==> config.mk <==
export PLATFORM = sky130hd
export DESIGN_NAME = rcos_top
export DESIGN_NICKNAME = d
export VERILOG_FILES = /design/src/logic/rcos_pkg.sv /design/src/logic/rcos_divider.sv /design/src/logic/rcos_top.sv
export SDC_FILE = /design/constraint.sdc
export NUM_CORES = 1
export LEC_CHECK = 0
export BUFFER_PORTS_ARGS = -buffer_cell sky130_fd_sc_hd__buf_2
export CAP_MARGIN = 20
export CORE_MARGIN = 2
export CORE_UTILIZATION = 47
export CTS_CLUSTER_DIAMETER = 30
export DETAILED_ROUTE_END_ITERATION = 8
export HOLD_SLACK_MARGIN = 0.06
export PLACE_DENSITY = 0.83
export SLEW_MARGIN = 25
export SYNTH_ARGS = -nofsm -noshare
export SYNTH_HDL_FRONTEND = slang
export SYNTH_HIERARCHICAL = 1
export SYNTH_SLANG_ARGS = --single-unit
==> constraint.sdc <==
create_clock -name mclk -period 2.3 [get_ports mclk]
set_input_delay 0.345 -clock mclk [delete_from_list [all_inputs] [get_ports mclk]]
set_output_delay 0.345 -clock mclk [all_outputs]
set_load 0.02 [all_outputs]
==> src/logic/rcos_pkg.sv <==
// Package with register map, field layout and timing constants of the recovered clock selector.
package rcos_pkg;
    // Word index of the control register; its byte address is four times the index.
    localparam logic [7:0] REG_CTRL_IDX = 8'h17;
    localparam logic [9:0] REG_CTRL_ADDR = {REG_CTRL_IDX, 2'b00};
    // Status register of own choice, index after the control register.
    localparam logic [7:0] REG_STAT_IDX = 8'h18;
    localparam logic [9:0] REG_STAT_ADDR = {REG_STAT_IDX, 2'b00};
    // Field positions of the control register.
    localparam int EN_BIT = 15;
    localparam int SRC_HI = 14;
    localparam int SRC_LO = 11;
    localparam int FRQ_HI = 10;
    localparam int FRQ_LO = 8;
    localparam int SQL_HI = 5;
    localparam int SQL_LO = 4;
    localparam int TYP_HI = 2;
    localparam int TYP_LO = 0;
    // Writable bit mask; reserved bits 7:6 and 3 read as zero.
    localparam logic [15:0] CTRL_WMASK = 16'hFF37;
    localparam logic [15:0] CTRL_RESET = 16'h0000;
    // Frequency codes.
    localparam logic [2:0] FRQ_25 = 3'h0;
    localparam logic [2:0] FRQ_125 = 3'h1;
    localparam logic [2:0] FRQ_31P25 = 3'h2;
    // Clock type codes.
    localparam logic [2:0] TYP_SERDES = 3'h0;
    localparam logic [2:0] TYP_CU_RX = 3'h1;
    localparam logic [2:0] TYP_CU_TX = 3'h2;
    // Squelch levels.
    localparam logic [1:0] SQL_FULL = 2'h0;
    localparam logic [1:0] SQL_RELAX = 2'h1;
    localparam logic [1:0] SQL_LINK = 2'h2;
    localparam logic [1:0] SQL_OFF = 2'h3;
    // Number of ports and the highest valid source code.
    localparam int NPORT = 4;
    localparam logic [3:0] SRC_MAX = 4'h3;
    // Half periods in base enable pulses, base rate 250 MHz equivalent ticks.
    localparam logic [3:0] HALF_25 = 4'h5;
    localparam logic [3:0] HALF_125 = 4'h1;
    localparam logic [3:0] HALF_31P25 = 4'h4;
    // Per-port link state carried together.
    typedef struct packed {
        logic link_up;
        logic stable;
        logic master_1000;
        logic mode_10;
        logic eee_on;
        logic lpi_rx;
    } rcos_link_t;
    // AHB-Lite address phase capture.
    typedef struct packed {
        logic pend;
        logic write;
        logic [9:0] addr;
    } rcos_aph_t;
endpackage

==> src/logic/rcos_divider.sv <==
// Divider that toggles an output after a programmable number of source ticks.
`timescale 1ns/1ns
`default_nettype none
module rcos_divider (
    input wire logic mclk,
    input wire logic reset_n,
    input wire logic tick,
    input wire logic run,
    input wire logic [3:0] half,
    output logic clk_out
);
    // All state of the divider.
    typedef struct packed {
        logic [3:0] cnt;
        logic lvl;
    } rcos_div_t;
    rcos_div_t s_q;
    rcos_div_t s_d;

    // Next state: when not running, park low with count cleared.
    always_comb begin
        s_d = s_q;
        if (!run) begin
            // Parking low avoids a runt pulse on restart.
            s_d.cnt = 4'h0;
            s_d.lvl = 1'b0;
        end else if (tick) begin
            if (s_q.cnt + 4'h1 >= half) begin
                s_d.cnt = 4'h0;
                s_d.lvl = ~s_q.lvl;
            end else begin
                s_d.cnt = s_q.cnt + 4'h1;
            end
        end
    end

    // Register the state.
    always_ff @(posedge mclk or negedge reset_n) begin
        if (!reset_n) begin
            s_q <= '0;
        end else begin
            s_q <= s_d;
        end
    end

    assign clk_out = s_q.lvl;
endmodule
`default_nettype wire

==> src/logic/rcos_top.sv <==
// Top of the recovered clock output selector with its AHB-Lite register slave.
// What this block does
// - Output runs only when enable bit set.
// - Enable zero or reset keeps output off.
// - Source field picks port zero to three.
// - Frequency field picks 25, 125, 31.25 MHz.
// - Level 00 squelches down or unstable link.
// - Level 00 squelches master, 10BASE-T, EEE.
// - Level 01 allows master and 10BASE-T.
// - Level 01 keeps clock during received idle.
// - Level 10 squelches only on link down.
// - Level 11 never squelches automatically.
// - Without squelch clock runs on link down.
// - Squelch pin high silences the clock output.
// - Type field picks serdes, copper rx, tx.
`timescale 1ns/1ns
`default_nettype none
module rcos_top (
    input wire logic mclk,
    input wire logic reset_n,
    input wire logic hsel,
    input wire logic [31:0] haddr,
    input wire logic [1:0] htrans,
    input wire logic hwrite,
    input wire logic [2:0] hsize,
    input wire logic [31:0] hwdata,
    input wire logic hready,
    output logic [31:0] hrdata,
    output logic hreadyout,
    output logic hresp,
    input wire logic [3:0] serdes_tick,
    input wire logic [3:0] cu_rx_tick,
    input wire logic [3:0] copper_transmit_clock,
    input wire rcos_pkg::rcos_link_t [3:0] link_state,
    input wire logic squelch_in,
    output logic regen_clock_out_one
);
    // Whole state of the top module.
    typedef struct packed {
        rcos_pkg::rcos_aph_t aph;
        logic [15:0] ctrl;
        logic [31:0] rdata;
        logic [1:0] sq_sync;
        logic [3:0][1:0] tk_sync;
        logic [3:0] tk_prev;
        logic tick;
        logic gate;
        logic out;
    } rcos_st_t;
    rcos_st_t s_q;
    rcos_st_t s_d;

    // Divider output, level clock at the chosen rate.
    logic div_clk;
    // Combinational helpers.
    logic [3:0] src;
    logic [2:0] frq;
    logic [1:0] sql;
    logic [2:0] typ;
    logic [3:0] half;
    logic codes_ok;
    logic squelch;
    logic [3:0] tick_sel;
    rcos_pkg::rcos_link_t ls;

    // Decode of the automatic squelch for a given level and link state.
    function automatic logic auto_squelch(input logic [1:0] lvl, input rcos_pkg::rcos_link_t l);
        logic down;
        logic bad_mode;
        logic eee_block;
        down = !l.link_up || !l.stable;
        bad_mode = l.master_1000 || l.mode_10;
        eee_block = l.eee_on && !l.lpi_rx;
        case (lvl)
            rcos_pkg::SQL_FULL: auto_squelch = down || bad_mode || l.eee_on;
            rcos_pkg::SQL_RELAX: auto_squelch = down || eee_block;
            rcos_pkg::SQL_LINK: auto_squelch = !l.link_up;
            rcos_pkg::SQL_OFF: auto_squelch = 1'b0;
            default: auto_squelch = 1'b1;
        endcase
    endfunction

    // Field extraction from the control register.
    assign src = s_q.ctrl[rcos_pkg::SRC_HI:rcos_pkg::SRC_LO];
    assign frq = s_q.ctrl[rcos_pkg::FRQ_HI:rcos_pkg::FRQ_LO];
    assign sql = s_q.ctrl[rcos_pkg::SQL_HI:rcos_pkg::SQL_LO];
    assign typ = s_q.ctrl[rcos_pkg::TYP_HI:rcos_pkg::TYP_LO];

    // Frequency decode to a half period, and validity of all codes.
    always_comb begin
        half = rcos_pkg::HALF_25;
        codes_ok = (src <= rcos_pkg::SRC_MAX) && (typ <= rcos_pkg::TYP_CU_TX);
        case (frq)
            rcos_pkg::FRQ_25: half = rcos_pkg::HALF_25;
            rcos_pkg::FRQ_125: half = rcos_pkg::HALF_125;
            rcos_pkg::FRQ_31P25: half = rcos_pkg::HALF_31P25;
            default: codes_ok = 1'b0;
        endcase
    end

    // Source type selects which tick vector feeds the divider.
    always_comb begin
        case (typ)
            rcos_pkg::TYP_SERDES: tick_sel = serdes_tick;
            rcos_pkg::TYP_CU_RX: tick_sel = cu_rx_tick;
            rcos_pkg::TYP_CU_TX: tick_sel = copper_transmit_clock;
            default: tick_sel = 4'h0;
        endcase
    end

    // Link state of the chosen port; out-of-range source reads the port of its low two bits but codes_ok blocks it.
    assign ls = link_state[src[1:0]];
    assign squelch = s_q.sq_sync[1] || auto_squelch(sql, ls);

    // Next state: bus slave, synchronisers, edge detect and output gating.
    always_comb begin
        s_d = s_q;
        // Squelch pin passes two flops before use.
        s_d.sq_sync = {s_q.sq_sync[0], squelch_in};
        // Synchronise the ticks of all ports and detect the rising edge of the chosen one.
        for (int i = 0; i < rcos_pkg::NPORT; i++) begin
            s_d.tk_sync[i] = {s_q.tk_sync[i][0], tick_sel[i]};
            s_d.tk_prev[i] = s_q.tk_sync[i][1];
        end
        s_d.tick = s_q.tk_sync[src[1:0]][1] && !s_q.tk_prev[src[1:0]];
        // Gate only turns on while the divider is low, so no partial pulse appears at start.
        if (!div_clk) begin
            s_d.gate = s_q.ctrl[rcos_pkg::EN_BIT] && codes_ok && !squelch;
        end
        // A reserved code cuts at once as well; a silent tick source would otherwise freeze a high level.
        if (squelch || !s_q.ctrl[rcos_pkg::EN_BIT] || !codes_ok) begin
            s_d.gate = 1'b0;
        end
        s_d.out = s_q.gate && div_clk;
        // Data phase of a captured write.
        if (s_q.aph.pend && s_q.aph.write) begin
            if (s_q.aph.addr == rcos_pkg::REG_CTRL_ADDR) begin
                s_d.ctrl = hwdata[15:0] & rcos_pkg::CTRL_WMASK;
            end
        end
        // Address phase capture; unmapped reads return zero.
        s_d.aph.pend = 1'b0;
        if (hsel && hready && htrans[1]) begin
            s_d.aph.pend = 1'b1;
            s_d.aph.write = hwrite;
            s_d.aph.addr = haddr[9:0];
            if (haddr[9:0] == rcos_pkg::REG_CTRL_ADDR) begin
                s_d.rdata = {16'h0000, s_q.ctrl};
            end else if (haddr[9:0] == rcos_pkg::REG_STAT_ADDR) begin
                s_d.rdata = {28'h000_0000, codes_ok, squelch, s_q.sq_sync[1], s_q.gate};
            end else begin
                s_d.rdata = 32'h0000_0000;
            end
        end
    end

    // Register the state.
    always_ff @(posedge mclk or negedge reset_n) begin
        if (!reset_n) begin
            s_q <= '0;
            s_q.ctrl <= rcos_pkg::CTRL_RESET;
        end else begin
            s_q <= s_d;
        end
    end

    // Divider runs only while gated on.
    rcos_divider u_div (
        .mclk(mclk),
        .reset_n(reset_n),
        .tick(s_q.tick),
        .run(s_q.gate),
        .half(half),
        .clk_out(div_clk)
    );

    assign hrdata = s_q.rdata;
    assign hreadyout = 1'b1;
    assign hresp = 1'b0;
    assign regen_clock_out_one = s_q.out;
endmodule
`default_nettype wire

==> key figures, run 1 <==
Run status
  – Status: completed

Timing
  – Worst relative slew slack: 0.534
  – Maximum achievable frequency: 474 MHz
  – RSZ-0062 raised after global routing: no
  – Post-route minimum period: ~2.1 ns
  – Fin crit share: 0.918
  – Setup TNS: 0 ns
  – Worst Skew: approximately 0.0059 ns
  – Final setup viols: 0
  – Final setup margin: about 0.19 ns
  – Max-slew violations: 0
  – Hold Fails Final Rpt: 0
  – Worst-Margin Slew: 0.695 ns

Worst setup path
  – Reg2reg start: frq[2]$_DFFE_PN0P_
  – Crit start category: flip-flop
  – Critical path capture point type: flip-flop
  – Slowest CP cell: or3b_2
  – CP startpoint: frq[2]$_DFFE_PN0P_
  – Arrival time worst endpoint: 2.37 ns
  – Worst EP required: roughly 2.6 ns
  – CP Cell Sequence: or3b_2 -> ha_1 -> nand2b_4 -> a211oi_4 -> o2111ai_1 -> a21oi_1
  – Worst path max stage delay: ~0.48 ns
  – Crit path kind: flip-flop to flip-flop
  – Critical path peak fanout: 5

Drt
  – WL/cell: approximately 14 um
  – Vias after detailed routing: between 2000 and 2500
  – First drt pass iteration count: 4
  – Initial DRC count: 183
  – Post-Route WL: roughly 6700 um
  – Via density: 5.20
  – DRC violations left: 0
  – Antenna Nets Post-Route: 0

Final layout
  – Non-filler cells, final: roughly 460
  – Nets@finish: 497
  – Final Cell Area: between 3000 and 4000 um^2
  – Share of cells above drive strength 1: 0.308
  – Number of diodes: 0
  – Area Overhead vs Synth: 18.4%
  – Fill cells: approximately 550

Yosys
  – Ys flop type: dfrtp_1
  – Mapped Avg Cell Area: ~10 um^2
  – Asr flop ratio synth: 1.00
  – Cell with the most instances after synthesis: nand2_1
  – Post-synth top area share: 0.496
  – Seq/Total Area, Yosys: 0.496
  – Count of different cell masters after synthesis: ~50
  – Post-synth EDFFs: 0
  – Synth Instances: roughly 300
  – Synth Cell Area: 3080 um^2
  – Most common library cells after synthesis: 67 x nand2_1, 61 x dfrtp_1, 36 x buf_4
  – #FFs+latches synth: 61
  – Area contributors post-synth: dfrtp_1 50%, buf_4 8.8%, nand2_1 8.2%, nor2_1 2.7%, mux2_2 2.6%
  – Synth warn: 6
  – Top cell type by total area after synthesis: dfrtp_1

Die
  – Ports: roughly 150
  – Core Area: 6350 um^2
  – Site Rows: 29
  – Die Wd: around 85 um
  – Die Y: about 85 um
  – Die Area: a little over 7000 um^2
  – Initial Util: 0.484

Power
  – Pwr dens: 693 nW/um^2
  – Power Total: about 2.5 mW
  – VDD IR max: ~0.0004 V
  – Static Leak: approximately 1.9 nW

Global routing
  – Total gr overflow: 0
  – Largest net degree at the start of global routing: 42
  – Antenna violations before repair: 0
  – First-pass GRT wire length: about 11000 um
  – Gr usage total: 0.198
  – Vias in the first global route: roughly 2300

Place
  – Worst slack, placed: 0.221 ns
  – Post-DP HPWL: about 5000 um
  – Port-buffer cells: 80
  – GPL Wtd Cong: between 0.7 and 0.8
  – Placed cell areas: 3400 um^2
  – DP Cell Count: between 400 and 500

Clock tree
  – CTS Sinks: 61
  – Num CTS Buffers: 9
  – Insertion delay of the later-clocked pin in the worst-skew pair: between 0.3 and 0.4 ns
  – # H-tree levels: 3
  – CTS tree: yes
  – Worst-path clk slew: 0.07 ns
  – Root buf cell: clkbuf_8
  – Clock Path Buffers: 2

Run
  – Max_cap viols: 0

Worst hold path
  – Hold Crit Start: squelch_in
  – HP Class: primary input to flip-flop
## what timing repair did
item                                    in CTS  in global routing
resized for setup                            0                  0
hold endpoints to repair                    20                  0
buffers inserted                             0                  0
hold buffers                                 1                  0
endpoints found under the setup margin       0                  0
## final timing paths
kind                                             to  slack, ns  cells after the start
max                        u_div/s_q[2]$_DFFE_PN0P_       0.19                      6
min                               s_d[16]$_DFF_PN0_       0.11                      1
max reg2reg                u_div/s_q[2]$_DFFE_PN0P_       0.19                      6
min reg2reg                        s_d[5]$_DFF_PN0_       0.35                      0
max in group asynchronous  u_div/s_q[2]$_DFFE_PN0P_       1.20                      3
min in group asynchronous        frq[0]$_DFFE_PN0P_       0.51                      2
## state kept, by name (all words and copies together) (netlist names)
name,count
u_div/s_q,4
s_q,29
frq,3
regen_clock_out_one,1
s_d,9
u_div/clk_out,1
hrdata,14
## metrics by stage
step                       util  hold slack [ns]
after floorplan               -           0.0494
after global placement    0.536            0.332
after detailed placement  0.536            0.335
after CTS                 0.574           0.0986
after global routing      0.574           0.0967
final                     0.574            0.109
## routing by layer
metal,wire length [um],global-route usage,up-vias
met2,3220,0.322,104
met3,489,0.0603,15
met5,0,0,-
met4,178,0.0952,0
li1,-,-,1138
met1,2800,0.242,1150
## layout by cell type (no fill, tap or decap), types with 2 or more instances in the layout
cell,Yosys,layout
buf_2,2,80
nand2_1,67,67
dfrtp_1,61,61
nor2_1,22,22
conb_1,2,22
a21oi_1,14,14
nand3_1,14,14
clkbuf_8,0,14
inv_1,10,10
mux2_2,7,7
mux2_1,6,6
mux2i_1,5,5
buf_4,36,5
ha_1,5,5
nand4b_1,3,3
nor2b_1,2,2
and2_1,2,2
nor4_1,2,2
mux4_2,2,2
nor4b_1,2,2
nand2b_1,2,2
o221ai_1,2,2
o21ai_1,2,2
a221oi_1,2,2
o2111ai_1,2,2
nor3_1,2,2
## power breakdown
part / total [mW] / leakage (nW) / internal (mW) / switching (mW)
Clock: 1.06 / 0.115 / 0.648 / 0.413
Combinational: 0.269 / 0.971 / 0.114 / 0.155
Sequential: 1.19 / 0.784 / 1.14 / 0.0520
Total: 2.52 / 1.87 / 1.90 / 0.620
## worst max-delay path, delay by kind of cell (launching register included)
| kind | cells | cell delay [ns] |
|---|---|---|
| fa+ha+maj | 1 | 0.28 |
| flops | 1 | 0.43 |
| simple gates | 2 | 0.63 |
| compound gates | 3 | 0.69 |
## area by class of cell
type / instances / area [um^2] / area share
flip-flops and latches: 61 / 1530 / 0.419
clock buffers: 14 / 193 / 0.0529
multi-input cells: 211 / 1280 / 0.351
well taps: 77 / 96.3 / 0.0265
repair buffers: 87 / 468 / 0.128
inverters: 11 / 41.3 / 0.0113
clock inverters: 2 / 37.5 / 0.0103
## kinds of logic (layout without fill, tap and decap cells)
group	after synthesis	after routing	share of synthesized area
flip-flops	61	61	0.496
multiplexers	20	20	0.0785
adder cells (fa/ha/maj)	5	5	0.0203
AND/OR/NAND/NOR	128	128	0.201
buffers and inverters	55	114	0.112
other	2	22	0.00244
AO/OA/AOI/OAI	34	34	0.0842
XOR/XNOR	2	2	0.00570
No activity file was read; power rests on OpenSTA's default activity.
==> inputs of run 2 (changes only) <==
--- a/config.mk
+++ b/config.mk
@@ -5,6 +5,7 @@
 export SDC_FILE = /design/constraint.sdc
 export NUM_CORES = 1
 export LEC_CHECK = 0
+export ABC_AREA = 1
 export BUFFER_PORTS_ARGS = -buffer_cell sky130_fd_sc_hd__buf_2
 export CAP_MARGIN = 20
 export CORE_MARGIN = 2
@@ -12,7 +13,7 @@
 export CTS_CLUSTER_DIAMETER = 30
 export DETAILED_ROUTE_END_ITERATION = 8
 export HOLD_SLACK_MARGIN = 0.06
-export PLACE_DENSITY = 0.83
+export PLACE_DENSITY = 0.82
 export SLEW_MARGIN = 25
 export SYNTH_ARGS = -nofsm -noshare
 export SYNTH_HDL_FRONTEND = slang
==> run 2 against run 1 <==
  * The run now ends with DRC left
  * Synthesized cell count rose by 17%
  * Global-route usage fell by 1.7 points
  * Cell count rose by 11%
  * Power fell by 10%
  * Utilization fell by 0.98 points
  * Clock power fell by 22%
  * Sequential power barely moved
  * Critical path type unchanged
  * Critical endpoint is now u_div/clk_out$_DFFE_PN0P_
==> key figures, run 2 <==
Run status
  – Status: finished with violations
  – Failing checks: DRC

Clock tree
  – Insertion delay of the later-clocked pin in the worst-skew pair: around 0.35 ns
  – # H-tree levels: 3
  – Root buf cell: clkbuf_8
  – Clock Path Buffers: 2
  – Post-cts sizing count: 0
  – Num CTS Buffers: 9
  – # Post-CTS Setup Buffers: 0
  – CTS tree: yes
  – Hold Buf Count CTS: 1
  – CTS Sinks: 61
  – Worst-path clk slew: approximately 0.07 ns

Place
  – Placed cell areas: around 3400 um^2
  – Port-buffer cells: 80
  – Post-DP HPWL: about 4700 um
  – GPL Wtd Cong: 0.776

Yosys
  – Asr flop ratio synth: 1.00
  – Post-synth top area share: 0.485
  – Most common library cells after synthesis: 104 x nand2_1, 61 x dfrtp_1, 43 x inv_1
  – Top cell type by total area after synthesis: dfrtp_1
  – Count of different cell masters after synthesis: 35
  – Seq/Total Area, Yosys: 0.485
  – #FFs+latches synth: between 60 and 70
  – Mapped Avg Cell Area: 8.79 um^2
  – Synth Cell Area: between 3000 and 4000 um^2
  – Area contributors post-synth: dfrtp_1 48%, nand2_1 12%, buf_4 8.1%, inv_1 5.1%, mux2_4 4.8%
  – Synth warn: 6
  – Synth Instances: roughly 360
  – Cell with the most instances after synthesis: nand2_1
  – Post-synth EDFFs: 0
  – Ys flop type: dfrtp_1

Worst setup path
  – Crit start category: flip-flop
  – Crit path kind: flip-flop to flip-flop
  – R2R Path End: u_div/clk_out$_DFFE_PN0P_
  – R2R setup slack: 0.58 ns
  – Worst EP required: 2.53 ns
  – Reg2reg start: u_div/s_q[1]$_DFFE_PN0P_
  – Arrival time worst endpoint: roughly 2 ns
  – Critical path peak fanout: 6
  – R2R cell count: 10
  – Critical path capture point type: flip-flop

Timing
  – Fin crit share: 0.748
  – Worst-Margin Slew: 0.556 ns
  – Maximum achievable frequency: a little under 600 MHz
  – Setup TNS: 0 ns
  – Post-route minimum period: roughly 1.7 ns
  – Final setup viols: 0
  – Worst Skew: between 0.005 and 0.006 ns
  – Worst relative slew slack: 0.629
  – Max-slew violations: 0
  – Hold Fails Final Rpt: 0
  – RSZ-0062 raised after global routing: no

Global routing
  – Vias in the first global route: about 2300
  – GR peak layer: met2
  – Total gr overflow: 0
  – GR Layer Usage met1: 0.213
  – Antenna violations before repair: 0
  – Gr usage total: 0.182
  – M3 GR Usage: 0.0597
  – Met2 GRT Util: 0.310
  – First-pass GRT wire length: roughly 10000 um
  – Largest net degree at the start of global routing: 27

Die
  – Core Area: 6420 um^2
  – Ports: between 100 and 150
  – Die Y: between 80 and 90 um
  – Site Rows: 29
  – Initial Util: 0.490
  – Die Wd: approximately 86 um
  – Die Area: 7370 um^2

Worst hold path
  – HP Class: primary input to flip-flop
  – Min-Delay Endpoint: s_d[16]$_DFF_PN0_
  – Hold depth: 1
  – Hold Crit Start: squelch_in

Drt
  – Via density: about 4.7
  – DRC violations left: 6
  – Initial DRC count: around 110
  – Antenna Nets Post-Route: 0
  – Vias after detailed routing: around 2400
  – Post-Route WL: around 6200 um
  – WL/cell: roughly 12 um
  – First drt pass iteration count: 7

Final layout
  – Fill cells: 577
  – Max FFs per register: 29
  – Area Overhead vs Synth: 15.0%
  – Nets@finish: roughly 550
  – Share of cells above drive strength 1: 0.282
  – Final Cell Area: between 3000 and 4000 um^2
  – Commonest non-fill, non-tap cell in the layout: nand2_1
  – Largest reg by FF count: s_q
  – Number of diodes: 0
  – Commonest cells after routing, fill and taps aside: 104 x nand2_1, 80 x buf_2, 61 x dfrtp_1, 43 x inv_1, 24 x nand3_1

Run
  – Max_cap viols: 0

Power
  – Pwr dens: approximately 620 nW/um^2
  – Power Total: around 2.3 mW
  – Static Leak: around 2.1 nW
  – VDD IR max: 0.000421 V
-- run 2: changes by cell type in the layout (fill, tap and decap cells not counted), sizes merged, moves of 8 or more --
cell   before  now
inv        10   47
nand3      14   24
a21oi      14    2
o31ai       0   10
nand2      67  105
o21ai       4   12
nor2       22   11
-- run 2: cells by family (layout without fill, tap and decap cells) --
logic type	after synthesis	in the layout	share of synthesized area
other	2	22	0.00239
flip-flops	61	61	0.485
XOR/XNOR	1	1	0.00278
multiplexers	13	13	0.0584
AO/OA/AOI/OAI	30	30	0.0616
adder cells (fa/ha/maj)	5	5	0.0199
buffers and inverters	91	149	0.160
AND/OR/NAND/NOR	155	155	0.210
-- run 2: worst max-delay path by stage --
stage / start / to / slack [ns] / cells after the start
finish: u_div/s_q[1]$_DFFE_PN0P_ / u_div/clk_out$_DFFE_PN0P_ / 0.58 / 10
global route: u_div/s_q[1]$_DFFE_PN0P_ / u_div/s_q[2]$_DFFE_PN0P_ / 0.46 / 7
CTS: u_div/s_q[1]$_DFFE_PN0P_ / u_div/s_q[3]$_DFFE_PN0P_ / 0.58 / 7
global placement: u_div/s_q[1]$_DFFE_PN0P_ / u_div/clk_out$_DFFE_PN0P_ / 0.66 / 10
floorplan: u_div/s_q[1]$_DFFE_PN0P_ / u_div/clk_out$_DFFE_PN0P_ / 0.77 / 10
detailed placement: u_div/s_q[1]$_DFFE_PN0P_ / u_div/clk_out$_DFFE_PN0P_ / 0.57 / 10
-- run 2: critical path, stage by stage (launching register included) --
cell and delay [ns]:
dfrtp_1 0.44, ha_1 0.23, xor2_1 0.16, ha_1 0.28, nand2_1 0.06, inv_1 0.05, nand2_1 0.05, nand2_1 0.15
nand2_1 0.07, nand2_1 0.06, nand2_1 0.06
-- run 2: cell type report --
type                    count  area [um^2]  area share
clock buffers               9          124      0.0342
clock inverters             7         51.3      0.0142
inverters                  46          175      0.0484
multi-input cells         226         1190       0.329
flip-flops and latches     61         1530       0.422
well taps                  77         96.3      0.0266
repair buffers             87          455       0.126
-- run 2: power breakdown --
group / total (mW) / leakage, nW / internal [mW] / switching, mW
clock: 0.826 / 0.0856 / 0.392 / 0.434
combinational: 0.254 / 1.19 / 0.105 / 0.149
sequential: 1.18 / 0.788 / 1.14 / 0.0410
total: 2.26 / 2.06 / 1.63 / 0.624
-- run 2: per-layer routing --
metal / vias to the layer above / share of wire
li1: 1228 / -
met1: 1097 / 0.42
met2: 82 / 0.50
met3: 11 / 0.060
met4: 0 / 0.015
met5: - / 0
-- run 2: per-stage QoR --
stage | hold slack, ns | worst slack, ns | instances | util
5_1_grt | 0.0791 | 0.461 | 513 | 0.564
3_3_place_gp | 0.334 | 0.659 | 496 | 0.535
3_5_place_dp | 0.335 | 0.573 | 496 | 0.535
2_1_floorplan | 0.0494 | 0.768 | 378 | -
6_report | 0.0992 | 0.579 | 513 | 0.564
4_1_cts | 0.0816 | 0.575 | 513 | 0.564
==> inputs of run 3 (changes only) <==
--- a/config.mk
+++ b/config.mk
@@ -5,15 +5,15 @@
 export SDC_FILE = /design/constraint.sdc
 export NUM_CORES = 1
 export LEC_CHECK = 0
-export ABC_AREA = 1
+export ABC_AREA = 0
 export BUFFER_PORTS_ARGS = -buffer_cell sky130_fd_sc_hd__buf_2
 export CAP_MARGIN = 20
 export CORE_MARGIN = 2
-export CORE_UTILIZATION = 47
+export CORE_UTILIZATION = 42
 export CTS_CLUSTER_DIAMETER = 30
 export DETAILED_ROUTE_END_ITERATION = 8
 export HOLD_SLACK_MARGIN = 0.06
-export PLACE_DENSITY = 0.82
+export PLACE_DENSITY = 0.78
 export SLEW_MARGIN = 25
 export SYNTH_ARGS = -nofsm -noshare
 export SYNTH_HDL_FRONTEND = slang
==> constraint.sdc (replaced) <==
create_clock -name mclk -period 1.55 [get_ports mclk]
set_input_delay 0.2325 -clock mclk [delete_from_list [all_inputs] [get_ports mclk]]
set_output_delay 0.2325 -clock mclk [all_outputs]
set_load 0.02 [all_outputs]
==> run 3 against run 2 <==
  * The flow finishes with violations (setup timing)
  * Utilization down 1.8 points
  * Die area increased by 8.9%
  * Cell area increased by 8.2%
  * Hold slack worse by 0.0081 ns
  * First-iteration DRC count is 28% higher
  * Highest routed layer unchanged
==> key figures, run 3 (synthesis results as in run 1) <==
Global routing
  – Gr usage total: 0.177
  – Vias in the first global route: ~2300
  – Antenna violations before repair: 0
  – Total gr overflow: 0
  – First-pass GRT wire length: 10600 um
  – Largest net degree at the start of global routing: 62

Timing
  – Worst Skew: roughly 0.0068 ns
  – Max-slew violations: 0
  – Final setup margin: -0.326 ns
  – Hold Fails Final Rpt: 0
  – Setup TNS: -1.37 ns
  – Maximum achievable frequency: around 530 MHz
  – Fin crit share: 1.21
  – Final setup viols: 7
  – RSZ-0062 raised after global routing: yes
  – Min Hold Slack: 0.0911 ns
  – Post-route minimum period: 1.88 ns

Run status
  – Status: finished with violations
  – Failing checks: setup timing

Final layout
  – Nets@finish: 521
  – Max FFs per register: 29
  – Final Cell Area: between 3000 and 4000 um^2
  – Share of cells above drive strength 1: 0.378
  – Number of diodes: 0
  – Commonest non-fill, non-tap cell in the layout: buf_2
  – Largest reg by FF count: s_q
  – Area Overhead vs Synth: 27.4%
  – Commonest cells after routing, fill and taps aside: 80 x buf_2, 67 x nand2_1, 61 x dfrtp_1, 27 x buf_4, 22 x conb_1

Clock tree
  – # H-tree levels: 3
  – Insertion delay of the later-clocked pin in the worst-skew pair: 0.33 ns
  – Num CTS Buffers: 9
  – Clock Path Buffers: 2
  – CTS Sinks: 61
  – CTS tree: yes
  – Worst-path clk slew: around 0.07 ns
  – Root buf cell: clkbuf_8

Place
  – GPL Wtd Cong: slightly above 0.8
  – Placed cell areas: about 3600 um^2
  – Port-buffer cells: 80
  – Post-DP HPWL: 5210 um
  – Worst slack, placed: -0.300 ns

Power
  – Flop pwr share: 0.490
  – Switching power: just over 900 uW
  – Pwr dens: 916 nW/um^2
  – VDD IR max: 0.000376 V
  – Clock network fraction of design power: 0.380
  – Switching share of power: 0.255
  – Comb pwr share: 0.130
  – Internal power: ~2.7 mW
  – Power Total: roughly 3.6 mW
  – Static Leak: 1.98 nW

Drt
  – WL/cell: roughly 14 um
  – Post-Route WL: approximately 7000 um
  – Antenna Nets Post-Route: 0
  – Via density: between 4 and 5
  – First drt pass iteration count: 4
  – Vias after detailed routing: around 2500
  – Initial DRC count: 140
  – DRC violations left: 0

Worst setup path
  – Critical path peak fanout: 4
  – Crit path kind: flip-flop to flip-flop
  – Worst EP required: between 1.5 and 2 ns
  – Reg2reg start: frq[0]$_DFFE_PN0P_
  – Critical path capture point type: flip-flop
  – R2R Path End: u_div/clk_out$_DFFE_PN0P_
  – Arrival time worst endpoint: about 2.1 ns
  – R2R setup slack: -0.33 ns
  – Crit start category: flip-flop
  – R2R cell count: 7

Worst hold path
  – Hold depth: 3
  – HP Class: primary input to flip-flop
  – Min-Delay Endpoint: s_q[75]$_DFFE_PN0P_
  – Hold Crit Start: hwrite

Die
  – Initial Util: 0.429
  – Ports: 146
  – Die Wd: 89.6 um
  – Die Area: around 8000 um^2
  – Site Rows: 31
  – Die Y: 89.6 um
  – Core Area: roughly 7000 um^2

Run
  – Max_cap viols: 0
## run 3: area by class of cell
type / count / area, um^2
inverters: 11 / 41.3
repair buffers: 111 / 654
clock buffers: 11 / 141
flip-flops and latches: 61 / 1530
clock inverters: 5 / 50.0
well taps: 99 / 124
fillers: 634 / 3260
multi-input cells: 211 / 1380
## run 3: stage by stage
step / utilization / instances
3_3_place_gp: 0.501 / 488
2_1_floorplan: - / 327
5_1_grt: 0.546 / 509
4_1_cts: 0.537 / 507
3_5_place_dp: 0.501 / 488
6_report: 0.546 / 509
## run 3: worst max-delay path, stage by stage (launching register included)
cell,delay [ns]
dfrtp_1,0.39
or3b_4,0.41
ha_4,0.21
nand2b_4,0.14
a211oi_4,0.26
buf_4,0.17
a211oi_2,0.06
mux2i_1,0.12
## run 3: worst max path at each step
| stage | from | endpoint | slack (ns) | cells after the start |
|---|---|---|---|---|
| finish | frq[0]$_DFFE_PN0P_ | u_div/clk_out$_DFFE_PN0P_ | -0.33 | 7 |
| CTS | frq[0]$_DFFE_PN0P_ | u_div/clk_out$_DFFE_PN0P_ | -0.31 | 6 |
| global route | u_div/s_q[1]$_DFFE_PN0P_ | u_div/s_q[1]$_DFFE_PN0P_ | -0.42 | 7 |
| floorplan | frq[2]$_DFFE_PN0P_ | u_div/clk_out$_DFFE_PN0P_ | -0.23 | 6 |
| global placement | frq[2]$_DFFE_PN0P_ | u_div/clk_out$_DFFE_PN0P_ | -0.25 | 6 |
| detailed placement | frq[2]$_DFFE_PN0P_ | u_div/s_q[1]$_DFFE_PN0P_ | -0.30 | 6 |
## run 3: timing repair
| action | CTS | global route |
|---|---|---|
| setup buffers | 2 | 2 |
| hold buffers | 2 | 0 |
| pin swaps | 10 | 8 |
| hold endpoints to repair | 62 | 0 |
| setup endpoints to repair | 7 | 20 |
| resized for setup | 10 | 8 |
## run 3: per-layer routing
layer / track usage / wire length, um
met1: 0.229 / 3040
met3: 0.0475 / 352
met4: 0.0638 / 63
met2: 0.287 / 3430
met5: 0 / 0
## run 3: power by group through the flow
stage                     Combinational (mW)  Clock (mW)  Sequential [mW]
after floorplan                        0.294           0             1.76
after global placement                 0.426           0             1.78
after detailed placement               0.438           0             1.78
after CTS                              0.457        1.40             1.75
after global routing                   0.522        1.46             1.77
final                                  0.468        1.36             1.76
